$ cat src/design/i2cadc_pkg.sv
package i2cadc_pkg;
  // fixed upper five bits of the slave address; value is arbitrary
  localparam logic [4:0] I2CADC_TYPE_PREFIX = 5'h0B;
  localparam int I2CADC_CLK_MHZ = 40;
  // longest spikes suppressed, in ns
  localparam int I2CADC_SPIKE_FS_NS = 50;
  localparam int I2CADC_SPIKE_HS_NS = 10;
  // filter lengths in cycles: spike width rounded up plus one to reject it
  localparam int I2CADC_FILT_FS_CYC =
    (I2CADC_SPIKE_FS_NS * I2CADC_CLK_MHZ + 999) / 1000 + 1;
  localparam int I2CADC_FILT_HS_CYC =
    (I2CADC_SPIKE_HS_NS * I2CADC_CLK_MHZ + 999) / 1000 + 1;
  localparam int I2CADC_FILT_W = 3;
  // upper five bits of the master code byte that switches the bus into high-speed mode
  localparam logic [4:0] I2CADC_HS_MCODE = 5'h01;
  localparam logic [3:0] I2CADC_BIT_LAST = 4'h7;
  localparam logic [3:0] I2CADC_BIT_ACK = 4'h8;
  localparam logic [7:0] I2CADC_DATA_RST = 8'h00;
  typedef enum logic [2:0] {
    I2CADC_IDLE, I2CADC_ADDR, I2CADC_ACK_OUT, I2CADC_WR_DATA,
    I2CADC_RD_DATA, I2CADC_RD_ACK, I2CADC_STRETCH, I2CADC_IGNORE
  } i2cadc_state_t;
endpackage

$ cat src/design/i2cadc_filter.sv
`timescale 1ns/10ps
`default_nettype none
module i2cadc_filter
  import i2cadc_pkg::*;
(
  input wire logic clock,
  input wire logic arst_n,
  input wire logic raw,
  input wire logic hs_mode,
  output logic clean
);
  logic sync1_q, sync2_q, clean_q, clean_d;
  logic [I2CADC_FILT_W-1:0] cnt_q, cnt_d;
  logic [I2CADC_FILT_W-1:0] limit;

  ////////////////////////////////////////////////////////////////////////////
  // shorter window in high-speed mode keeps the bit period usable
  assign limit = hs_mode ? I2CADC_FILT_W'(I2CADC_FILT_HS_CYC)
                         : I2CADC_FILT_W'(I2CADC_FILT_FS_CYC);

  // a new level is taken only after it holds for limit cycles
  always_comb begin
    cnt_d = '0;
    clean_d = clean_q;
    if (sync2_q != clean_q) begin
      cnt_d = cnt_q + 1'b1;
      if (cnt_q + 1'b1 >= limit) begin // [RQ11]
        clean_d = sync2_q;
        cnt_d = '0;
      end
    end
  end

  // two-flop synchroniser, first stage read only by the second [RQ17]
  always_ff @(posedge clock or negedge arst_n) begin
    if (!arst_n) begin
      sync1_q <= 1'b1;
      sync2_q <= 1'b1;
      clean_q <= 1'b1;
      cnt_q <= '0;
    end else begin
      sync1_q <= raw;
      sync2_q <= sync1_q;
      clean_q <= clean_d;
      cnt_q <= cnt_d;
    end
  end
  assign clean = clean_q;
endmodule
`default_nettype wire

$ cat src/design/i2cadc_slave.sv
`timescale 1ns/10ps
`default_nettype none
// Overview of operation
// (RQ1) master makes clock, start and stop
// (RQ2) masters start only on idle bus
// (RQ3) data change during clock high is control
// (RQ4) both lines high means bus idle
// (RQ5) data falling while clock high is start
// (RQ6) data rising while clock high is stop
// (RQ7) one bit per clock pulse, sampled high
// (RQ8) start to stop, unlimited byte count
// (RQ9) byte transfers, receiver acks ninth bit
// (RQ10) standard, fast and high-speed rates supported
// (RQ11) suppress 50 ns or 10 ns spikes
// (RQ12) core clock runs only when busy
// (RQ13) straight binary code, step vref/256
// (RQ14) ack only matching address; lsb picks read
// (RQ15) master nacks last read; slave releases data
// (RQ16) high-speed read stretches clock; stop exits
// (RQ17) synchronise lines, detect edges afterwards
// (RQ18) start or stop abandons partial byte
module i2cadc_slave
  import i2cadc_pkg::*;
(
  input wire logic clock,
  input wire logic arst_n,
  input wire logic scl_i,
  output logic scl_o,
  output logic scl_oe,
  input wire logic sda_i,
  output logic sda_o,
  output logic sda_oe,
  input wire logic [1:0] device_select_bits,
  output logic bus_idle,
  output logic hs_active,
  output logic core_clk_en,
  output logic [7:0] wr_data,
  output logic wr_valid,
  output logic rd_req,
  input wire logic [7:0] rd_data,
  input wire logic conv_done
);
  import i2cadc_pkg::*;

  logic scl_f, sda_f, scl_p_q, sda_p_q;
  logic scl_rise, scl_fall, start_det, stop_det;
  i2cadc_state_t st_q, st_d;
  logic [3:0] bit_q, bit_d;
  logic [7:0] sh_q, sh_d, wr_q, wr_d;
  logic rw_q, rw_d, hs_q, hs_d, sda_q, sda_d, wv_q, wv_d;
  logic str_q, str_d, rdr_q, rdr_d, strap_q, strap_d;
  logic [1:0] sel_q, sel_d;

  ////////////////////////////////////////////////////////////////////////////
  // filtered, synchronised copies of the bus lines
  i2cadc_filter u_scl_filt (
    .clock(clock), .arst_n(arst_n), .raw(scl_i), .hs_mode(hs_q),
    .clean(scl_f)
  );
  i2cadc_filter u_sda_filt (
    .clock(clock), .arst_n(arst_n), .raw(sda_i), .hs_mode(hs_q),
    .clean(sda_f)
  );

  // edges from the filtered lines only [RQ17]
  assign scl_rise = scl_f & ~scl_p_q;
  assign scl_fall = ~scl_f & scl_p_q;
  assign start_det = scl_f & scl_p_q & sda_p_q & ~sda_f; // [RQ3] [RQ5]
  assign stop_det = scl_f & scl_p_q & ~sda_p_q & sda_f; // [RQ3] [RQ6]
  assign bus_idle = (st_q == I2CADC_IDLE) & scl_f & sda_f; // [RQ4]

  ////////////////////////////////////////////////////////////////////////////
  // protocol engine; the master owns the clock, we only stretch it [RQ1]
  always_comb begin
    st_d = st_q;
    bit_d = bit_q;
    sh_d = sh_q;
    wr_d = wr_q;
    rw_d = rw_q;
    hs_d = hs_q;
    sda_d = sda_q;
    wv_d = 1'b0;
    str_d = str_q;
    rdr_d = 1'b0;
    strap_d = 1'b1;
    // pins are strapped once after reset release
    sel_d = strap_q ? sel_q : device_select_bits;
    if (stop_det) begin
      // stop drops the partial byte and leaves high-speed mode
      st_d = I2CADC_IDLE; // [RQ18] [RQ16] [RQ8]
      bit_d = '0;
      sda_d = 1'b0;
      str_d = 1'b0;
      hs_d = 1'b0;
    end else if (start_det) begin
      // repeated start keeps high-speed mode [RQ16]
      st_d = I2CADC_ADDR; // [RQ18] [RQ8]
      bit_d = '0;
      sda_d = 1'b0;
      str_d = 1'b0;
    end else begin
      case (st_q)
        I2CADC_ADDR, I2CADC_WR_DATA: begin
          if (scl_rise) begin
            sh_d = {sh_q[6:0], sda_f}; // [RQ7]
            bit_d = bit_q + 4'h1;
          end
          if (scl_fall && bit_q == I2CADC_BIT_ACK) begin // [RQ9]
            bit_d = '0;
            if (st_q == I2CADC_WR_DATA) begin
              wr_d = sh_q;
              wv_d = 1'b1;
              sda_d = 1'b1;
              st_d = I2CADC_ACK_OUT;
            end else if (sh_q[7:3] == I2CADC_TYPE_PREFIX &&
                         sh_q[2:1] == sel_q) begin // [RQ14]
              rw_d = sh_q[0];
              sda_d = 1'b1;
              st_d = I2CADC_ACK_OUT;
            end else begin
              // master code: no ack, then high-speed until stop
              if (sh_q[7:3] == I2CADC_HS_MCODE) begin
                hs_d = 1'b1; // [RQ10]
              end
              st_d = I2CADC_IGNORE;
            end
          end
        end
        I2CADC_ACK_OUT: begin
          // release after the ninth pulse; reads may need a stretch
          if (scl_fall) begin
            if (rw_q) begin
              rdr_d = 1'b1;
              sda_d = 1'b0;
              if (hs_q) begin
                str_d = 1'b1; // [RQ16]
                st_d = I2CADC_STRETCH;
              end else begin
                sh_d = rd_data; // [RQ13]
                sda_d = ~rd_data[7];
                st_d = I2CADC_RD_DATA;
              end
            end else begin
              sda_d = 1'b0;
              st_d = I2CADC_WR_DATA;
            end
          end
        end
        I2CADC_STRETCH: begin
          // first bit goes out now, the clock is let go one cycle later
          if (conv_done) begin
            sh_d = rd_data;
            sda_d = ~rd_data[7];
            st_d = I2CADC_RD_DATA;
          end
        end
        I2CADC_RD_DATA: begin
          str_d = 1'b0; // data settles before the clock rises [RQ3]
          if (scl_fall) begin
            bit_d = bit_q + 4'h1;
            if (bit_q == I2CADC_BIT_LAST) begin
              sda_d = 1'b0; // let the master answer
              st_d = I2CADC_RD_ACK;
            end else begin
              sh_d = {sh_q[6:0], 1'b0};
              sda_d = ~sh_q[6];
            end
          end
        end
        I2CADC_RD_ACK: begin
          if (scl_rise) begin
            if (sda_f) begin
              st_d = I2CADC_IGNORE; // nack: line stays released [RQ15]
            end else begin
              bit_d = '0;
              rdr_d = 1'b1;
              sh_d = rd_data;
              st_d = I2CADC_ACK_OUT;
              rw_d = 1'b1;
            end
          end
        end
        default: begin
          sda_d = 1'b0;
        end
      endcase
    end
  end

  // engine registers; ignore and idle wait for the next start or stop
  always_ff @(posedge clock or negedge arst_n) begin
    if (!arst_n) begin
      scl_p_q <= 1'b1;
      sda_p_q <= 1'b1;
      st_q <= I2CADC_IDLE;
      bit_q <= '0;
      sh_q <= I2CADC_DATA_RST;
      wr_q <= I2CADC_DATA_RST;
      rw_q <= 1'b0;
      hs_q <= 1'b0;
      sda_q <= 1'b0;
      wv_q <= 1'b0;
      str_q <= 1'b0;
      rdr_q <= 1'b0;
      strap_q <= 1'b0;
      sel_q <= 2'h0;
    end else begin
      scl_p_q <= scl_f;
      sda_p_q <= sda_f;
      st_q <= st_d;
      bit_q <= bit_d;
      sh_q <= sh_d;
      wr_q <= wr_d;
      rw_q <= rw_d;
      hs_q <= hs_d;
      sda_q <= sda_d;
      wv_q <= wv_d;
      str_q <= str_d;
      rdr_q <= rdr_d;
      strap_q <= strap_d;
      sel_q <= sel_d;
    end
  end

  ////////////////////////////////////////////////////////////////////////////
  // open-drain drive: output is always low, enable pulls the line
  assign sda_o = 1'b0;
  assign sda_oe = sda_q;
  assign scl_o = 1'b0;
  assign scl_oe = str_q;
  assign hs_active = hs_q;
  assign wr_data = wr_q;
  assign wr_valid = wv_q;
  assign rd_req = rdr_q;
  // core clock gate: off unless a frame or conversion is pending [RQ12]
  assign core_clk_en = (st_q != I2CADC_IDLE) && (st_q != I2CADC_IGNORE);
endmodule
`default_nettype wire

$ cat config.mk
export PLATFORM = sky130hd
export DESIGN_NAME = i2cadc_slave
export DESIGN_NICKNAME = d
export VERILOG_FILES = /design/src/design/i2cadc_pkg.sv /design/src/design/i2cadc_filter.sv /design/src/design/i2cadc_slave.sv
export SDC_FILE = /design/constraint.sdc
export NUM_CORES = 1
export LEC_CHECK = 0
export ABC_AREA = 1
export ABC_CLOCK_PERIOD_IN_PS = 2600
export BUFFER_PORTS_ARGS = -buffer_cell sky130_fd_sc_hd__buf_2
export CORE_ASPECT_RATIO = 1.1
export CORE_MARGIN = 2
export CORE_UTILIZATION = 60
export DETAILED_ROUTE_END_ITERATION = 8
export HOLD_SLACK_MARGIN = 0.15
export PLACE_DENSITY = 0.84
export SKIP_LAST_GASP = 1
export SYNTH_ARGS = -nofsm -noshare
export SYNTH_HDL_FRONTEND = slang
export SYNTH_SLANG_ARGS = --single-unit
$ cat constraint.sdc
create_clock -name clock -period 2.6 [get_ports clock]
set_input_delay 0 -clock clock [delete_from_list [all_inputs] [get_ports clock]]
set_output_delay 0 -clock clock [all_outputs]
set_load 0.05 [all_outputs]
==> flow_metrics.tcl <==
set metrics [dict create \
    htree_levels 2 \
    start_kind "flop" \
    layout.nets 379 \
    port_buffers 29 \
    cts_setup_buffers 0 \
    core_area_um2 3960 \
    numClockSinks 46 \
    p_sw_share_pct 50.5 \
    final-setup-viol-count 0 \
    drive_gt1_share_pct 19.5 \
    power.switching_mw 1.77 \
    hold_start "conv_done" \
    dieArea_um2 4690 \
    synth_warnings 0 \
    timing.rr.end "sh_q[0]$_DFFE_PN0P_" \
    gp_congestion 0.909 \
    synth.avg_cell_area_um2 7.97 \
    power_density_nw_per_um2 1220 \
    cts_buffers 5 \
    end_kind "flop" \
    n_fill_cell 318 \
    pwr-share-clk_pct 12.3 \
    slowest_stage "dfrtp_1" \
    combinationalPowerShare_pct 53.8 \
    antenna_found_initial 0 \
    wirelength_mm 5.57 \
    critPathKind "flop to flop" \
    maxSlewHeadroom_pct 35.1 \
    cts_root_buf "clkbuf_8" \
    reg2regPathDepth 8 \
    grt_setup_unrepaired "no" \
    rows 24 \
    ys_types 31 \
    clock_path_buffers 2 \
    hpwlAfterDp_mm 4.06 \
    status "complete, no violations" \
    tns_ps 0 \
    max_freq_mhz 522 \
    ir_worst_vdd_mv 0.858 \
    clk_latency_ps 300 \
    critPathRequiredTime_ps 2790 \
    clk_pin_slew_worst_paths_ps 80 \
    fin_skew_ps 9.05 \
    maxSlewViolCount 0 \
    ctsResizeCount 0 \
    vias_per_cell 5.21 \
    synthCells 313 \
    cpLargestDelayFamily "simple AND/OR/NAND/NOR gates" \
    vias 2140 \
    crit_chain "inv_2, nor2_4, nor2_1, inv_1, nand2_1, o21ai_0, nand3_1, nand2_1" \
    grt_overflow 0 \
    leakagePower_nw 1.50 \
    antenna_cells 0 \
    maxCapViolCount 0 \
    die_x_um 65.5 \
    ant_nets 0 \
    crit_buf_inv 2 \
    hold_viol_final 0 \
    drt_iter0_drc 154 \
    grt_pass1_wl_mm 9.47 \
    hp-class "input port to flop" \
    post-route-period-util_pct 73.8 \
    postLayoutCoreUtil_pct 72.6 \
    worstPathMaxFanout 11 \
    yosysSeqAreaShare_pct 46.6 \
    grt_max_degree 47 \
    ff_latch_area_um2 1160 \
    die_h_um 71.6 \
    final.min_clock_period_ps 1920 \
    area_growth_pct 15.4 \
    worst_pin_slew_ps 973 \
    drc_errors 0 \
    max_stage_delay_ps 510 \
    arrival_ps 2110 \
    internal_power_mw 1.73 \
    r2r_start "st_q[0]$_DFFE_PN0P_" \
    start_util_pct 62.9 \
    hold_buffers 13 \
    first_global_vias 2111 \
    drt_first_pass_iters 4 \
    grtUsageTotal_pct 26.5 \
    netlist_area_um2 2490 \
    cts_tree "built" \
    p_seq_share_pct 33.9 \
    cp_common_cell "nand2_1" \
    rrSetupSlack_ps 680 \
    multi_input_area_um2 1160 \
    io_pins 32 \
    hold-path-endpoint "sh_q[0]$_DFFE_PN0P_" \
    hold-path-cell-count 5 \
    avgRoutedWirePerCell_um 13.5 \
    ys_ff_latch 46 \
]
[final cells by class]
class / count / area share [%]
sequential: 46 / 40.4
multi-input combinational: 229 / 40.4
timing repair buffer: 42 / 9.57
inverter: 34 / 4.44
clock buffer: 6 / 2.52
tap: 52 / 2.26
clock inverter: 2 / 0.478
[cell usage after synthesis]
master	number	area share, %
a21boi_0	1	0.30
a21oi_1	5	1.0
a31oi_1	1	0.25
a32o_1	1	0.40
buf_2	2	0.40
buf_4	3	0.90
buf_6	2	0.90
conb_1	2	0.30
dfrtp_1	38	38
dfstp_2	8	8.4
ha_1	6	3.0
inv_1	30	4.5
inv_2	4	0.60
nand2_1	89	13
nand2_2	2	0.50
nand2_4	1	0.45
nand3_1	20	4.0
nand3_2	1	0.40
nand4_1	2	0.50
nor2_1	35	5.3
nor2_4	4	1.8
nor3_1	8	1.6
nor3_2	2	0.80
nor4_1	1	0.25
o211ai_1	4	1.2
o21ai_0	21	4.2
o21ai_1	2	0.40
o21ai_2	9	3.2
or2_2	3	0.75
xnor2_1	4	1.4
xor2_1	2	0.70
[flip-flops by register name (all words and copies together) (netlist names), 2 cells and up]
signal,count
bit_q,4
sh_q,8
st_q,3
sel_q,2
wr_data,8
u_scl_filt.cnt_q,3
u_sda_filt.cnt_q,3
[metrics by stage]
stage                     cell area, um^2  cells  setup WS [ps]  hold slack [ps]  total power, mW
after global placement               2660    390            773              105             3.00
final                                2880    411            682              207             3.50
after CTS                            2880    411            670              206             3.49
after detailed placement             2660    390            695              107             3.04
after global routing                 2880    411            466              263             3.83
after floorplan                      2500    316            749             -296             2.68
[cell usage in the layout (no fill, tap or decap), types with 5 or more instances in the layout]
cell | Yosys | routed
dfstp_2 | 8 | 8
conb_1 | 2 | 5
dfrtp_1 | 38 | 38
inv_1 | 30 | 30
a21oi_1 | 5 | 5
o21ai_2 | 9 | 9
ha_1 | 6 | 6
o21ai_0 | 21 | 21
nand2_1 | 89 | 89
nor2_1 | 35 | 35
clkbuf_8 | 0 | 5
buf_2 | 2 | 29
dlygate4sd3_1 | 0 | 13
nor3_1 | 8 | 8
nand3_1 | 20 | 20
[how the worst max path moves through the flow]
stage	start	to	cells after the start
floorplan	st_q[2]$_DFFE_PN0P_	sh_q[6]$_DFFE_PN0P_	9
global route	u_sda_filt.clean$_DFFE_PN1P_	bit_q[1]$_DFFE_PN0P_	8
finish	st_q[0]$_DFFE_PN0P_	sh_q[0]$_DFFE_PN0P_	8
global placement	st_q[0]$_DFFE_PN0P_	sh_q[2]$_DFFE_PN0P_	6
detailed placement	st_q[0]$_DFFE_PN0P_	sh_q[2]$_DFFE_PN0P_	6
CTS	st_q[0]$_DFFE_PN0P_	sh_q[2]$_DFFE_PN0P_	6
[metal layers]
metal | GRT usage [%] | up-vias | share of wire, %
met5 | 0 | - | 0
met3 | 5.02 | 11 | 4.3
met2 | 45.8 | 60 | 51
met1 | 32.8 | 984 | 42
met4 | 10.2 | 0 | 2.0
li1 | - | 1085 | -
[cells by family after synthesis]
family / share of synthesized area, %
buffers and inverters: 7.33
AOI/OAI and AO/OA: 10.9
adders and majority gates: 3.01
DFF: 46.6
other: 0.301
and+or+nand+nor: 29.8
xor gates and xnor gates: 2.11
[power groups by stage]
stage                     logic [mW]  registers (mW)  clock network, mW
final                           1.88            1.18              0.431
after global routing            2.14            1.22              0.467
after CTS                       1.87            1.18              0.439
after detailed placement        1.85            1.19                  0
after global placement          1.81            1.18                  0
after floorplan                 1.48            1.19                  0
[tightest hold or removal path, stage by stage]
cell	delay (ps)
buf_2	110
o21ai_2	180
nor3_2	60
nand3_1	70
nand2_1	50
No activity file was read; power rests on OpenSTA's default activity.
